File: src/design/dcr_pkg.sv
// Purpose: Constants for the deserializer configuration register bank
// Assumes: Three 8-bit registers at indices 0 to 2
// Notes: Operation summary follows
//
// Operation
// - Bit 7 of the first configuration register picks the low-frequency pixel-clock range.
// - Mode codes 00 and 01 give normal operation with the control filter off or on.
// - Mode codes 10 and 11 select one of two backward-compatible modes.
// - Bit 1 of the first configuration register enters sleep while keeping every register.
// - With bit 0 clear, the control pins set all but sleep and the bus address, whose source follows address register bit 7.
// - With bit 0 set, registers override the pins for everything but the bus address.
// - Bit 7 of the address register picks the strap or the register as address source.
// - Bits 6:0 hold the bus address; only 0x71, 0x72, 0x73 and 0x76 are valid.
// - Features bit 7 is the output enable, like the matching pin, under register control.
// - Features bit 6 selects the output state during sleep, like the matching pin.
// - Features bit 3 selects the output swing, 250 mV or 400 mV per side.
// - Lost link clock, outputs on, sleep state high, osc on: output clock from oscillator.
// - The first register resets to 00h and writing 01h hands control to the registers.
package dcr_pkg;
  // ------------------------------------------------------------
  // Register indices
  // ------------------------------------------------------------
  localparam logic [1:0] DCR_OFS_CONFIG = 2'h0;
  localparam logic [1:0] DCR_OFS_ADDR = 2'h1;
  localparam logic [1:0] DCR_OFS_FEAT = 2'h2;
  // ------------------------------------------------------------
  // Reset values
  // ------------------------------------------------------------
  localparam logic [7:0] DCR_RST_CONFIG = 8'h00;
  localparam logic [7:0] DCR_RST_ADDR = 8'h70;
  localparam logic [7:0] DCR_RST_FEAT = 8'h00;
  // ------------------------------------------------------------
  // Field positions
  // ------------------------------------------------------------
  localparam int DCR_BIT_LFREQ = 7;
  localparam int DCR_BIT_MODE_LO = 2;
  localparam int DCR_BIT_SLEEP = 1;
  localparam int DCR_BIT_REGCTL = 0;
  localparam int DCR_BIT_ADDRSRC = 7;
  localparam int DCR_BIT_OEN = 7;
  localparam int DCR_BIT_OSS = 6;
  localparam int DCR_BIT_SWING = 3;
  // ------------------------------------------------------------
  // Valid bus addresses and oscillator codes
  // ------------------------------------------------------------
  localparam logic [6:0] DCR_ADDR_A = 7'h71;
  localparam logic [6:0] DCR_ADDR_B = 7'h72;
  localparam logic [6:0] DCR_ADDR_C = 7'h73;
  localparam logic [6:0] DCR_ADDR_D = 7'h76;
  localparam logic [2:0] DCR_OSC_OFF = 3'h0;
  localparam logic [2:0] DCR_OSC_RSVD = 3'h1;
  // Mode codes
  typedef enum logic [1:0] {
    DCR_MODE_NORM = 2'h0,
    DCR_MODE_FILT = 2'h1,
    DCR_MODE_COMPAT_A = 2'h2,
    DCR_MODE_COMPAT_B = 2'h3
  } dcr_mode_t;
endpackage

File: src/design/dcr_config_regs.sv
// Purpose: Configuration register bank with pin/register selection
// Assumes: Bus protocol engine outside delivers index, data, write and read strobes
//          Pin inputs are static straps or slow controls
// Notes: All outputs registered; strap and pin inputs pass two flip-flops
//        Pin changes reach the outputs three enabled edges after they occur
`timescale 1ns/1ps
`default_nettype none
module dcr_config_regs (
  // Clock, reset, enable
  input wire logic clock,
  input wire logic nrst,
  input wire logic clk_en,
  // Register access from the bus engine
  input wire logic [1:0] reg_index,
  input wire logic [7:0] reg_wdata,
  input wire logic reg_wr,
  input wire logic reg_rd,
  output logic [7:0] reg_rdata_ff,
  output logic reg_rvalid_ff,
  // Control and strap pins
  input wire logic low_freq_range_pin,
  input wire logic [1:0] mode_pin,
  input wire logic output_drive_enable_pin,
  input wire logic output_sleep_state_pin,
  input wire logic swing_level_pin,
  input wire logic [2:0] fallback_osc_pin,
  input wire logic [1:0] address_strap_pin,
  // Link status
  input wire logic link_clock_lost,
  // Effective configuration
  output logic low_freq_range_select_ff,
  output logic [1:0] mode_select_ff,
  output logic filter_enable_ff,
  output logic compat_mode_ff,
  output logic sleep_active_ff,
  output logic output_drive_enable_ff,
  output logic output_sleep_state_select_ff,
  output logic swing_level_select_ff,
  output logic [2:0] fallback_osc_select_ff,
  output logic [6:0] bus_address_setting_ff,
  output logic bus_address_invalid_ff,
  output logic lvds_clock_from_osc_ff
);
  // ------------------------------------------------------------
  // Storage
  // ------------------------------------------------------------
  // Register contents, reserved bits included
  logic [7:0] config_one_ff;
  logic [7:0] addr_setup_ff;
  logic [7:0] features_one_ff;
  // Synchroniser stages for pins, link status and strap
  logic [8:0] pin_s1_ff;
  logic [8:0] pin_s2_ff;
  logic lost_s1_ff;
  logic lost_s2_ff;
  logic [1:0] strap_s1_ff;
  logic [1:0] strap_s2_ff;

  // ------------------------------------------------------------
  // Input synchronisers
  // ------------------------------------------------------------
  // Two-stage synchronisers; stage one feeds stage two only
  // Sampling stops while disabled, so a frozen bank also freezes its view
  // of the pins; the extra latency is harmless for static straps
  always_ff @(posedge clock or negedge nrst) begin
    if (!nrst) begin
      pin_s1_ff <= 9'h000;
      pin_s2_ff <= 9'h000;
      lost_s1_ff <= 1'b0;
      lost_s2_ff <= 1'b0;
      strap_s1_ff <= 2'h0;
      strap_s2_ff <= 2'h0;
    end else if (clk_en) begin
      pin_s1_ff <= {low_freq_range_pin, mode_pin, output_drive_enable_pin,
                    output_sleep_state_pin, swing_level_pin, fallback_osc_pin};
      pin_s2_ff <= pin_s1_ff;
      lost_s1_ff <= link_clock_lost;
      lost_s2_ff <= lost_s1_ff;
      strap_s1_ff <= address_strap_pin;
      strap_s2_ff <= strap_s1_ff;
    end
  end

  // ------------------------------------------------------------
  // Register storage
  // ------------------------------------------------------------
  // Register writes; reserved bits stored as written
  // An index of 3 lands nowhere; the write is dropped without a flag
  always_ff @(posedge clock or negedge nrst) begin
    if (!nrst) begin
      config_one_ff <= dcr_pkg::DCR_RST_CONFIG;
      addr_setup_ff <= dcr_pkg::DCR_RST_ADDR;
      features_one_ff <= dcr_pkg::DCR_RST_FEAT;
    end else if (clk_en && reg_wr) begin
      // Sleep leaves writes alive so software can wake the part
      case (reg_index)
        dcr_pkg::DCR_OFS_CONFIG: config_one_ff <= reg_wdata;
        dcr_pkg::DCR_OFS_ADDR: addr_setup_ff <= reg_wdata;
        dcr_pkg::DCR_OFS_FEAT: features_one_ff <= reg_wdata;
        default: ;
      endcase
    end
  end

  // ------------------------------------------------------------
  // Read port
  // ------------------------------------------------------------
  // Read port; unmapped index reads zero
  // A read beside a write to the same index returns the old contents,
  // since both act on one edge
  always_ff @(posedge clock or negedge nrst) begin
    if (!nrst) begin
      reg_rdata_ff <= 8'h00;
      reg_rvalid_ff <= 1'b0;
    end else if (clk_en) begin
      reg_rvalid_ff <= reg_rd;
      if (reg_rd) begin
        case (reg_index)
          dcr_pkg::DCR_OFS_CONFIG: reg_rdata_ff <= config_one_ff;
          dcr_pkg::DCR_OFS_ADDR: reg_rdata_ff <= addr_setup_ff;
          dcr_pkg::DCR_OFS_FEAT: reg_rdata_ff <= features_one_ff;
          default: reg_rdata_ff <= 8'h00;
        endcase
      end
    end
  end

  // ------------------------------------------------------------
  // Source selection
  // ------------------------------------------------------------
  logic reg_ctl;
  logic nxt_lfreq;
  logic [1:0] nxt_mode;
  logic nxt_oen;
  logic nxt_oss;
  logic nxt_swing;
  logic [2:0] nxt_osc;
  logic [6:0] nxt_addr;
  logic [6:0] strap_addr;

  assign reg_ctl = config_one_ff[dcr_pkg::DCR_BIT_REGCTL];

  // Strap decode to one of the four valid addresses
  // Every strap code maps to a valid address, so the strap alone never flags
  always_comb begin
    case (strap_s2_ff)
      2'h0: strap_addr = dcr_pkg::DCR_ADDR_A;
      2'h1: strap_addr = dcr_pkg::DCR_ADDR_B;
      2'h2: strap_addr = dcr_pkg::DCR_ADDR_C;
      default: strap_addr = dcr_pkg::DCR_ADDR_D;
    endcase
  end

  // Pins rule unless register control is set
  // Sleep has no pin, so it stays outside this choice
  always_comb begin
    if (reg_ctl) begin
      nxt_lfreq = config_one_ff[dcr_pkg::DCR_BIT_LFREQ];
      nxt_mode = config_one_ff[dcr_pkg::DCR_BIT_MODE_LO +: 2];
      nxt_oen = features_one_ff[dcr_pkg::DCR_BIT_OEN];
      nxt_oss = features_one_ff[dcr_pkg::DCR_BIT_OSS];
      nxt_swing = features_one_ff[dcr_pkg::DCR_BIT_SWING];
      nxt_osc = features_one_ff[2:0];
    end else begin
      nxt_lfreq = pin_s2_ff[8];
      nxt_mode = pin_s2_ff[7:6];
      nxt_oen = pin_s2_ff[5];
      nxt_oss = pin_s2_ff[4];
      nxt_swing = pin_s2_ff[3];
      nxt_osc = pin_s2_ff[2:0];
    end
    // Address ignores register control; only its own source bit matters
    if (addr_setup_ff[dcr_pkg::DCR_BIT_ADDRSRC]) begin
      nxt_addr = addr_setup_ff[6:0];
    end else begin
      nxt_addr = strap_addr;
    end
  end

  // ------------------------------------------------------------
  // Effective configuration
  // ------------------------------------------------------------
  // Effective configuration outputs
  // One edge after the choice keeps every output straight from a flop
  // Reset shows the open-strap address until the first enabled edge, then 0x71 until the strap sync settles
  always_ff @(posedge clock or negedge nrst) begin
    if (!nrst) begin
      low_freq_range_select_ff <= 1'b0;
      mode_select_ff <= 2'h0;
      filter_enable_ff <= 1'b0;
      compat_mode_ff <= 1'b0;
      sleep_active_ff <= 1'b0;
      output_drive_enable_ff <= 1'b0;
      output_sleep_state_select_ff <= 1'b0;
      swing_level_select_ff <= 1'b0;
      fallback_osc_select_ff <= 3'h0;
      bus_address_setting_ff <= dcr_pkg::DCR_ADDR_D;
      bus_address_invalid_ff <= 1'b0;
      lvds_clock_from_osc_ff <= 1'b0;
    end else if (clk_en) begin
      low_freq_range_select_ff <= nxt_lfreq;
      mode_select_ff <= nxt_mode;
      filter_enable_ff <= (nxt_mode == dcr_pkg::DCR_MODE_FILT);
      compat_mode_ff <= nxt_mode[1];
      sleep_active_ff <= config_one_ff[dcr_pkg::DCR_BIT_SLEEP];
      output_drive_enable_ff <= nxt_oen;
      output_sleep_state_select_ff <= nxt_oss;
      swing_level_select_ff <= nxt_swing;
      // Reserved code 001 treated as off
      fallback_osc_select_ff <= (nxt_osc == dcr_pkg::DCR_OSC_RSVD) ?
                                dcr_pkg::DCR_OSC_OFF : nxt_osc;
      bus_address_setting_ff <= nxt_addr;
      bus_address_invalid_ff <= !(nxt_addr == dcr_pkg::DCR_ADDR_A ||
                                  nxt_addr == dcr_pkg::DCR_ADDR_B ||
                                  nxt_addr == dcr_pkg::DCR_ADDR_C ||
                                  nxt_addr == dcr_pkg::DCR_ADDR_D);
      // Reserved oscillator code never starts the fallback clock;
      // pin or register values feed it alike
      lvds_clock_from_osc_ff <= lost_s2_ff && nxt_oen && nxt_oss &&
                                (nxt_osc != dcr_pkg::DCR_OSC_OFF) &&
                                (nxt_osc != dcr_pkg::DCR_OSC_RSVD);
    end
  end
endmodule // dcr_config_regs
`default_nettype wire

File: config.mk
export PLATFORM = sky130hd
export DESIGN_NAME = dcr_config_regs
export DESIGN_NICKNAME = d
export VERILOG_FILES = /design/src/design/dcr_pkg.sv /design/src/design/dcr_config_regs.sv
export SDC_FILE = /design/constraint.sdc
export NUM_CORES = 1
export LEC_CHECK = 0
export BUFFER_PORTS_ARGS = -buffer_cell sky130_fd_sc_hd__buf_2
export CAP_MARGIN = 20
export CORE_ASPECT_RATIO = 1.1
export CORE_MARGIN = 2
export CORE_UTILIZATION = 50
export CTS_BUF_LIST = sky130_fd_sc_hd__clkbuf_4
export CTS_CLUSTER_DIAMETER = 120
export DETAILED_ROUTE_END_ITERATION = 16
export PLACE_DENSITY = 0.7
export SYNTH_ARGS = -nofsm -noshare
export SYNTH_HDL_FRONTEND = slang
export SYNTH_SLANG_ARGS = --single-unit
File: constraint.sdc
create_clock -name clock -period 2 [get_ports clock]
set_clock_uncertainty 0.15 [all_clocks]
set_input_delay 0.1 -clock clock [delete_from_list [all_inputs] [get_ports clock]]
set_output_delay 0.1 -clock clock [all_outputs]
set_load 0.05 [all_outputs]
Yosys cells after proc, flatten, opt, wreduce, memory -nomap -nowiden
Index checks and enable logic that the tools add are counted.

Register bits: 78. Bits of input ports: 27. Output and inout port bits: 30.

Eq/ne operators: 11. Mux-type cells: 10. Reductions and logical operators: 16.

Operator list (number): 7-bit == test (second input constant) (4); 8-bit case mux with 3 select lines (1); 3-bit case mux with 3 select lines (1); 2-bit AND reduction (4); 7-bit two-way mux (1); 2-bit by 1-bit == test with 1-bit output (second input constant) (3); 3-bit two-way mux (2); 1-bit logical AND (5); 2-bit == test (second input constant) (2); 2-bit logical NOT (2); 1-bit two-way mux (4); 3-bit by 1-bit == test with 1-bit output (second input constant) (1); 1-bit logical OR (3); 3-bit by 1-bit inequality test with 1-bit output (second input constant) (1); 3-bit nonzero test (1); 2-bit two-way mux (1); 1-bit logical NOT (1).

Depth between registers and ports, before layout
Gate-level depths: netlist of the first run.

Depth after elaboration: 8. Mapped depth: 5. Depth with buffers taken out: 3.

Worst setup path before layout of the first run
No wires, ideal clock.

Kind: reg-to-reg. Start point: register config_one_ff[0]. End point: register fallback_osc_select_ff[0]. Library setup time: 141 ps. Arrival time: 1080 ps. Required time: 1709 ps. Path slack: 630 ps. Stages on the path, launching flop included: 5. Buffers on the path: 1. Period minus slack after synthesis: 1370 ps. Cell sequence: dfrtp_1 > buf_4 > or3b_2 > o311ai_1 > o22ai_1.

Word-level cells in the longest chain between the ends: 3.

RTL lines: start: declaration (RTL line dcr_config_regs.sv:48) `logic [7:0] config_one_ff;`; start signal: assignment (RTL line dcr_config_regs.sv:91) `config_one_ff <= dcr_pkg::DCR_RST_CONFIG;`; start signal: assignment (RTL line dcr_config_regs.sv:97) `dcr_pkg::DCR_OFS_CONFIG: config_one_ff <= reg_wdata;`; 3-bit two-way mux (*) (RTL line dcr_config_regs.sv:157) `if (reg_ctl) begin`; 3-bit by 1-bit == test with 1-bit output (RTL line dcr_config_regs.sv:210) `fallback_osc_select_ff <= (nxt_osc == dcr_pkg::DCR_OSC_RSVD) ?`; 3-bit two-way mux (*) (RTL line dcr_config_regs.sv:210); end signal: assignment (RTL line dcr_config_regs.sv:210); end: declaration (RTL line dcr_config_regs.sv:39) `output logic [2:0] fallback_osc_select_ff,`.

Mark *: on every way between the ends. The rest lies on a longest branch, timed or not. A chain may end at the register's enable or synchronous reset.

Worst setup path in the final report of the first run
Start point: input port clk_en. End point: register addr_setup_ff[1].

Word-level cells in the longest chain between the ends: 2.

RTL lines: start: declaration (RTL line dcr_config_regs.sv:12) `input wire logic clk_en,`; 1-bit logical AND (RTL line dcr_config_regs.sv:94) `end else if (clk_en && reg_wr) begin`; 2-bit AND reduction (no line); end signal: assignment (RTL line dcr_config_regs.sv:92) `addr_setup_ff <= dcr_pkg::DCR_RST_ADDR;`; end signal: assignment (RTL line dcr_config_regs.sv:98) `dcr_pkg::DCR_OFS_ADDR: addr_setup_ff <= reg_wdata;`; end: declaration (RTL line dcr_config_regs.sv:49) `logic [7:0] addr_setup_ff;`.

No other way between the ends.

==> metrics.cfg, run 1 <==
[pwr]
p_sw_share_pct = 34.0
power_switching_mw = 1.53
clkPwrFrac_pct = 26.5
p_int_mw = 2.96
p_total_mw = 4.48
share_comb_of_total_power_pct = 26.7
leakage_nw = 1.84
pwr-share-seq_pct = 46.8
peakVddDrop_mv = 0.678
powerDensity_mw_per_mm2 = 1120

[layout]
diodes = 0
fin_util_pct = 64.3
fillers = 530
drive_gt1_share_pct = 41.4
layout_common_cells = dfrtp_1 (69), buf_2 (55), mux2_2 (50)
area_growth_pct = 22.7
finalNetCount = 355
final_common_cell = dfrtp_1

[cts]
htree_num_levels = 3
clkTransAtPathRegs_ns = 0.12
cts_sinks = 77
clock_latency_ns = 0.41
cts-buffers-inserted = 9
cts_tree = yes
cts_buffer_depth = 2
post-cts-setup-buffers = 0
root_buffer = clkbuf_4
cts_resized = 0
hold_buffers = 22

[floorplanning]
start_util_pct = 52.4
dieArea_sq_mm = 0.00719
die_w_um = 81.0
fp.dieH_um = 88.7
rows = 30
core_area_sq_mm = 0.00623
io_pins = 57

[critical_path]
startpoint_type = primary input
crit_path_start = clk_en
path_max_fanout = 31
required_ns = 2.15
path_class = in2reg
critPathArrivalTime_ns = 1.76
r2r_start = config_one_ff[0]$_DFFE_PN0P_
end_kind = flop

[detailed_routing]
dr.pass1.iters = 4
drt_iter0_drc = 114
viasPerCell = 5.19
dr_total_vias = 2145
final_antenna_net_count = 0
wl_um = 6210
post-route-drc-count = 0
wl_per_cell_um = 15.0

[grt]
grt-ovfl-total = 0
grt_pass1_vias = 2116
grt_max_degree = 43
antenna_found_initial = 0
grt_pass1_wl_um = 10200
grt_usage_pct = 19.0

[synth]
syn_area_sq_mm = 0.00326
ys_warn_count = 0
yosysSeqAreaShare_pct = 59.4
avgSynthCellArea_sq_um = 13.1
synth_top_cell_by_area = dfrtp_1
synth_top_area_share_pct = 52.9
yosysUniqueCellTypes = 29
syn_inst = 250
ys_ff_latch = 77
syn-num-nets = 277
synthTopCellsByArea = dfrtp_1 (53%), mux2_2 (17%), dfstp_2 (6.4%), mux2i_1 (5.2%), a2bb2oi_1 (2.1%)

[timing]
finalSetupViolCount = 0
relSlewSlack_pct = 62.7
slew_violations = 0
max_freq_ghz = 0.622
final-hold-violation-count = 0
period_share_pct = 80.4
setup_ws_ns = 0.392
rsz0062_at_grt = no
post-route-min-period_ns = 1.61
tightest_slew_ns = 0.558
tns_ns = 0

[placement]
dp_slack_ns = 0.302
place_congestion = 0.785
dp_hpwl_um = 4270
port_buffers = 56

[run]
max_cap_violations = 0

[min_path]
min_from = reg_index[0]
holdCritPathClass = in2reg

[run_status]
status = completed

## through the flow
step / cells / area, sq um / hold slack, ns
6_report: 413 / 4000 / 0.0239
5_1_grt: 413 / 4000 / 0.0308
4_1_cts: 413 / 4000 / 0.00719
3_5_place_dp: 375 / 3600 / -0.0253
3_3_place_gp: 375 / 3600 / -0.0296
2_1_floorplan: 250 / 3260 / -0.346
## cell usage after synthesis
library cell / count
a2111oi_0: 1
a21oi_1: 11
a2bb2oi_1: 8
a31oi_1: 5
a41oi_1: 1
and4b_1: 1
buf_2: 7
buf_4: 5
buf_6: 1
clkbuf_1: 2
dfrtp_1: 69
dfstp_2: 8
inv_1: 9
mux2_2: 50
mux2i_1: 17
nand2_1: 14
nand2b_1: 2
nand3_1: 1
nand3_2: 1
nand3b_1: 1
nand4b_2: 1
nor2_1: 16
nor2b_1: 1
nor3_4: 1
nor3b_1: 1
o21ai_0: 11
o22ai_1: 3
o311ai_1: 1
or3b_2: 1
## cell families after synthesis
kind of cell / synth area share (%)
flip-flops: 59.4
buffers and inverters: 3.83
multiplexers: 22.5
AO/OA/AOI/OAI: 7.86
AND/OR/NAND/NOR: 6.48
## metal layers
metal,GRT usage (%),vias up,part of all wire [%]
li1,-,1053,-
met3,4.08,9,3.9
met5,0,-,0
met2,30.4,47,49
met4,9.09,0,1.6
met1,24.9,1036,46
## worst max-delay path: stages
cell,delay [ns]
dlygate4sd3_1,0.52
buf_2,0.17
buf_4,0.35
nand3_2,0.27
mux2_2,0.34
## flip-flops by register name, summed over array words and instances (netlist names), 2 cells and up
name,cells
config_one_ff,8
fallback_osc_select_ff,3
addr_setup_ff,8
pin_s2_ff,9
features_one_ff,8
bus_address_setting_ff,7
mode_select_ff,2
strap_s1_ff,2
reg_rdata_ff,8
pin_s1_ff,9
strap_s2_ff,2
## power by group through the flow
stage               Clock (mW)  Combinational (mW)  Sequential [mW]
floorplan                    0               0.499             2.49
global placement             0                1.16             2.12
detailed placement           0                1.18             2.13
CTS                       1.21                1.21             2.10
global route              1.28                1.29             2.14
finish                    1.19                1.20             2.10
## area by class of cell
cell class	count	area, sq um	share of cell area, %
Clock buffer	10	75.1	1.88
Clock inverter	6	111	2.78
Inverter	9	33.8	0.844
Multi-Input combinational cell	149	1200	30.0
Sequential cell	77	1940	48.4
Tap cell	80	100	2.50
Timing Repair Buffer	82	546	13.6
## final timing paths
path	end	slack, ns	cells past startpoint
min in group asynchronous	reg_rdata_ff[1]$_DFFE_PN0P_	0.05	2
setup / recovery	addr_setup_ff[1]$_DFFE_PN0P_	0.39	5
max in group asynchronous	addr_setup_ff[6]$_DFFE_PN1P_	1.00	3
hold reg to reg	reg_rdata_ff[7]$_DFFE_PN0P_	0.34	2
hold / removal	reg_rdata_ff[5]$_DFFE_PN0P_	0.02	3
setup reg to reg	lvds_clock_from_osc_ff$_DFFE_PN0P_	0.42	3
Note: power is estimated with default switching activity, not from simulation.
==> inputs of run 2 (changes only) <==
==> constraint.sdc (replaced) <==
create_clock -name clock -period 1.5 [get_ports clock]
set_clock_uncertainty 0.15 [all_clocks]
set_input_delay 0.075 -clock clock [delete_from_list [all_inputs] [get_ports clock]]
set_output_delay 0.075 -clock clock [all_outputs]
set_load 0.05 [all_outputs]
==> run 2 against run 1 <==
Against the previous run: sequential cell count stayed put; total power grew 31%; cell count increased by 2.7%; critical path depth fell by 1; non-clock buffer count is 11 higher; cell area increased by 2.5%; sequential power increased by 32%; clock-buffer cell count shrank 1; critical path type unchanged; worst setup slack got worse by 0.34 ns; register-to-register slack got worse by 0.33 ns; global-route usage is 1.1 points higher; largest power group unchanged; clock power rose by 16%; highest routed layer unchanged.
==> metrics.cfg, run 2 (synthesized netlist as in run 1, its figures left out) <==
[grt]
grt_pass1_vias = 2287
antenna_found_initial = 0
grt_max_degree = 35
grt-ovfl-total = 0
grt_pass1_wl_um = 10900
grt_usage_pct = 20.1

[run]
max_cap_violations = 0

[floorplanning]
io_pins = 57
start_util_pct = 52.4
dieArea_sq_mm = 0.00719
rows = 30
die_w_um = 81.0
core_area_sq_mm = 0.00623
fp.dieH_um = 88.7

[timing]
slew_violations = 0
tns_ns = 0
period_share_pct = 96.9
finalSetupViolCount = 0
relSlewSlack_pct = 71.1
post-route-min-period_ns = 1.45
final-hold-violation-count = 0
rsz0062_at_grt = no
tightest_slew_ns = 0.433
setup_ws_ns = 0.0472
max_freq_ghz = 0.688

[cts]
root_buffer = clkbuf_4
cts_tree = yes
clock_latency_ns = 0.41
cts_sinks = 77
clkTransAtPathRegs_ns = 0.13
cts-buffers-inserted = 9
htree_num_levels = 3
cts_buffer_depth = 2

[layout]
fin_util_pct = 65.9
reg_top3 = pin_s1_ff: 9 flops, pin_s2_ff: 9 flops
diodes = 0
multiInputGateArea_sq_mm = 0.00122
ff_latch_area_sq_mm = 0.00194
finalNetCount = 366
layout_common_cells = dfrtp_1 (68), buf_2 (55), mux2_2 (50)
drive_gt1_share_pct = 43.6
fillers = 508
final_common_cell = dfrtp_1
area_growth_pct = 25.8

[pwr]
powerDensity_mw_per_mm2 = 1430
peakVddDrop_mv = 1.04
leakage_nw = 1.89

[critical_path]
startpoint_type = primary input
worst-path-buf-inv = 2
critPathArrivalTime_ns = 1.60
required_ns = 1.65
slowest_delay_ns = 0.55
path_cells = dlygate4sd3_1, buf_2, nand4b_2, mux2_2
path_max_fanout = 11
path_delay_family = buffers and inverters
path_class = in2reg
critPathSlowestCell = dlygate4sd3_1
end_kind = flop

[detailed_routing]
wl_per_cell_um = 15.1
final_antenna_net_count = 0
post-route-drc-count = 0
wl_um = 6390
viasPerCell = 5.15
dr.pass1.iters = 4
drt_iter0_drc = 124
dr_total_vias = 2184

[placement]
port_buffers = 56
place_congestion = 0.735
dp_hpwl_um = 4500
dp_slack_ns = 0.0598

[min_path]
holdCritPathClass = in2reg

[run_status]
status = completed

run 2: final cells by class:
class,count,area share (%)
repair buffers,93,16.0
clock inverters,7,2.19
inverters,9,0.823
multi-input cells,149,29.7
flip-flops and latches,77,47.2
clock buffers,9,1.65
well taps,80,2.44
run 2: worst paths after layout:
path / start / endpoint / slack, ns / cells past startpoint
max: reg_index[0] / features_one_ff[1]$_DFFE_PN0P_ / 0.05 / 4
min: clk_en / addr_setup_ff[0]$_DFFE_PN0P_ / 0.02 / 3
max reg2reg: config_one_ff[0]$_DFFE_PN0P_ / lvds_clock_from_osc_ff$_DFFE_PN0P_ / 0.09 / 3
min reg2reg: reg_rdata_ff[0]$_DFFE_PN0P_ / reg_rdata_ff[0]$_DFFE_PN0P_ / 0.34 / 2
max in group asynchronous: nrst / bus_address_setting_ff[6]$_DFFE_PN1P_ / 0.13 / 4
min in group asynchronous: nrst / features_one_ff[7]$_DFFE_PN0P_ / 0.50 / 3
run 2: timing repair:
| action | in CTS | in global routing |
|---|---|---|
| gates resized for setup | 0 | 5 |
| endpoints found under the setup margin | 0 | 8 |
| hold buffers | 23 | 1 |
| hold endpoints to repair | 113 | 8 |
| buffers inserted | 0 | 1 |
run 2: per-layer routing:
layer  track usage [%]  part of all wire [%]  up-vias
met4              7.40                   1.8        0
met1              27.7                    46     1060
met3              3.16                   3.8       10
met2              32.6                    48       51
li1                  -                     -     1063
met5                 0                     0        -
run 2: worst register-to-register path: stages, from the launching register on:
cell and delay [ns]:
dfrtp_2 0.44, or3b_2 0.45, o311ai_1 0.11, o22ai_1 0.14
run 2: stage by stage:
stage	cell area (sq um)	power [mW]	hold WS (ns)	std cells
2_1_floorplan	3260	3.99	-0.371	250
4_1_cts	4070	5.89	0.0249	422
6_report	4110	5.86	0.0208	424
3_5_place_dp	3680	4.47	-0.129	383
5_1_grt	4110	6.18	0.0186	424
3_3_place_gp	3680	4.43	-0.127	383
run 2: power breakdown:
group	leakage (nW)	internal [mW]	switching, mW	total [mW]
Combinational	0.895	0.643	1.06	1.70
Sequential	0.910	2.50	0.283	2.78
Clock	0.0817	0.667	0.716	1.38
==> inputs of run 3 (changes only) <==
--- a/config.mk
+++ b/config.mk
@@ -9,11 +9,11 @@
 export CAP_MARGIN = 20
 export CORE_ASPECT_RATIO = 1.1
 export CORE_MARGIN = 2
-export CORE_UTILIZATION = 50
+export CORE_UTILIZATION = 58
 export CTS_BUF_LIST = sky130_fd_sc_hd__clkbuf_4
 export CTS_CLUSTER_DIAMETER = 120
 export DETAILED_ROUTE_END_ITERATION = 16
-export PLACE_DENSITY = 0.7
+export PLACE_DENSITY = 0.8
 export SYNTH_ARGS = -nofsm -noshare
 export SYNTH_HDL_FRONTEND = slang
 export SYNTH_SLANG_ARGS = --single-unit
==> run 3 against run 2 <==
Against the previous run: maximum frequency down 0.24%; critical path depth unchanged; critical endpoint is now features_one_ff[4]$_DFFE_PN0P_; cell count shrank 1.2%; hold slack gained 0.039 ns; largest power group unchanged; global-route usage up 3.0 points; via count grew 0.37%; register-to-register slack worse by 0.05 ns; worst setup slack worse by 0.0035 ns.
==> metrics.cfg, run 3 (synthesized netlist as in run 1, its figures left out) <==
[cts]
cts_buffer_depth = 2
clock_latency_ns = 0.42
htree_num_levels = 3
root_buffer = clkbuf_4
cts_tree = yes
clkTransAtPathRegs_ns = 0.11
cts-buffers-inserted = 9
cts_sinks = 77

[timing]
max_freq_ghz = 0.687
post-route-min-period_ns = 1.46
finalSetupViolCount = 0
slew_violations = 0
period_share_pct = 97.1
final-hold-violation-count = 0
tightest_slew_ns = 0.441
relSlewSlack_pct = 70.6
tns_ns = 0

[placement]
port_buffers = 56
place_congestion = 0.767
place_inst = 376
dp_hpwl_um = 4310

[pwr]
powerDensity_mw_per_mm2 = 1430
clkPwrFrac_pct = 23.1
p_sw_share_pct = 35.0
leakage_nw = 1.88
p_total_mw = 5.82
peakVddDrop_mv = 0.822
power_switching_mw = 2.04
p_int_mw = 3.79
pwr-share-seq_pct = 47.8
share_comb_of_total_power_pct = 29.1

[layout]
fin_util_pct = 75.4
fillers = 390
ff_latch_area_sq_mm = 0.00194
drive_gt1_share_pct = 41.9
layout.cells.non_filler = 419
layout_common_cells = dfrtp_1 (69), buf_2 (55), mux2_2 (50)
finalNetCount = 366
diodes = 0
reg_top3 = pin_s1_ff: 9 flops, pin_s2_ff: 9 flops
multiInputGateArea_sq_mm = 0.00121
area_growth_pct = 24.7
final_common_cell = dfrtp_1

[grt]
grt_pass1_wl_um = 10500
grt_usage_pct = 23.2
grt_max_degree = 78
antenna_found_initial = 0
grt_pass1_vias = 2180
grt-ovfl-total = 0

[critical_path]
startpoint_type = primary input
critPathArrivalTime_ns = 1.61
end_kind = flop
required_ns = 1.65
path_max_fanout = 11
path_class = in2reg

[floorplanning]
die_w_um = 75.5
core_area_sq_mm = 0.00540
rows = 28
start_util_pct = 60.5
fp.dieH_um = 82.7
dieArea_sq_mm = 0.00624
io_pins = 57

[detailed_routing]
wl_met3_um = 226
drt-met1-wl_um = 2930
wl_um = 6480
viasPerCell = 5.23
drt_iter0_drc = 132
wl_per_cell_um = 15.5
route.met2.wl_um = 3200
top_layer = met4
final_antenna_net_count = 0
dr_total_vias = 2192
post-route-drc-count = 0
dr.pass1.iters = 4

[run_status]
status = completed

[min_path]
holdCritPathClass = in2async

[run]
max_cap_violations = 0

## run 3: worst max-delay path: stages
cell           delay [ns]
dlygate4sd3_1        0.53
buf_2                0.20
nand4b_2             0.42
mux2_2               0.38
## run 3: final cells by class
cell class / instances / area share [%]
clock inverters: 7 / 1.97
inverters: 9 / 0.830
well taps: 75 / 2.31
flip-flops and latches: 77 / 47.6
clock buffers: 9 / 1.66
repair buffers: 93 / 15.9
multi-input cells: 149 / 29.8
## run 3: timing repair
action                     in CTS  in global routing
hold buffers                   24                  0
setup endpoints to repair       0                  9
buffers inserted                0                  3
hold endpoints to repair      117                  0
resized for setup               0                  3
## run 3: stage by stage
| step | hold slack [ns] | setup WS, ns | cell area [sq um] |
|---|---|---|---|
| floorplan | -0.371 | 0.130 | 3260 |
| global placement | -0.0292 | 0.132 | 3650 |
| detailed placement | -0.0258 | 0.0786 | 3650 |
| CTS | 0.0614 | 0.0399 | 4040 |
| global route | 0.0756 | -0.00275 | 4070 |
| finish | 0.0601 | 0.0437 | 4070 |
## run 3: final timing paths
path / from / endpoint / slack [ns] / cells past startpoint
max: reg_index[0] / features_one_ff[4]$_DFFE_PN0P_ / 0.04 / 4
min reg2reg: reg_rdata_ff[2]$_DFFE_PN0P_ / reg_rdata_ff[2]$_DFFE_PN0P_ / 0.34 / 2
max in group asynchronous: nrst / bus_address_setting_ff[5]$_DFFE_PN1P_ / 0.79 / 3
min in group clock: reg_rd / reg_rvalid_ff$_DFFE_PN0P_ / 0.06 / 3
min: nrst / pin_s2_ff[3]$_DFFE_PN0P_ / 0.06 / 3
max reg2reg: features_one_ff[2]$_DFFE_PN0P_ / fallback_osc_select_ff[0]$_DFFE_PN0P_ / 0.04 / 3
## run 3: power by group through the flow
stage | sequential, mW | clock, mW | combinational, mW
6_report | 2.78 | 1.34 | 1.70
3_3_place_gp | 2.80 | 0 | 1.59
2_1_floorplan | 3.32 | 0 | 0.665
5_1_grt | 2.84 | 1.45 | 1.82
4_1_cts | 2.79 | 1.36 | 1.68
3_5_place_dp | 2.82 | 0 | 1.63
## run 3: metal layers
metal | up-vias | GRT usage (%)
met5 | - | 0
li1 | 1061 | -
met3 | 11 | 5.46
met1 | 1072 | 30.8
met4 | 0 | 9.65
met2 | 48 | 36.6
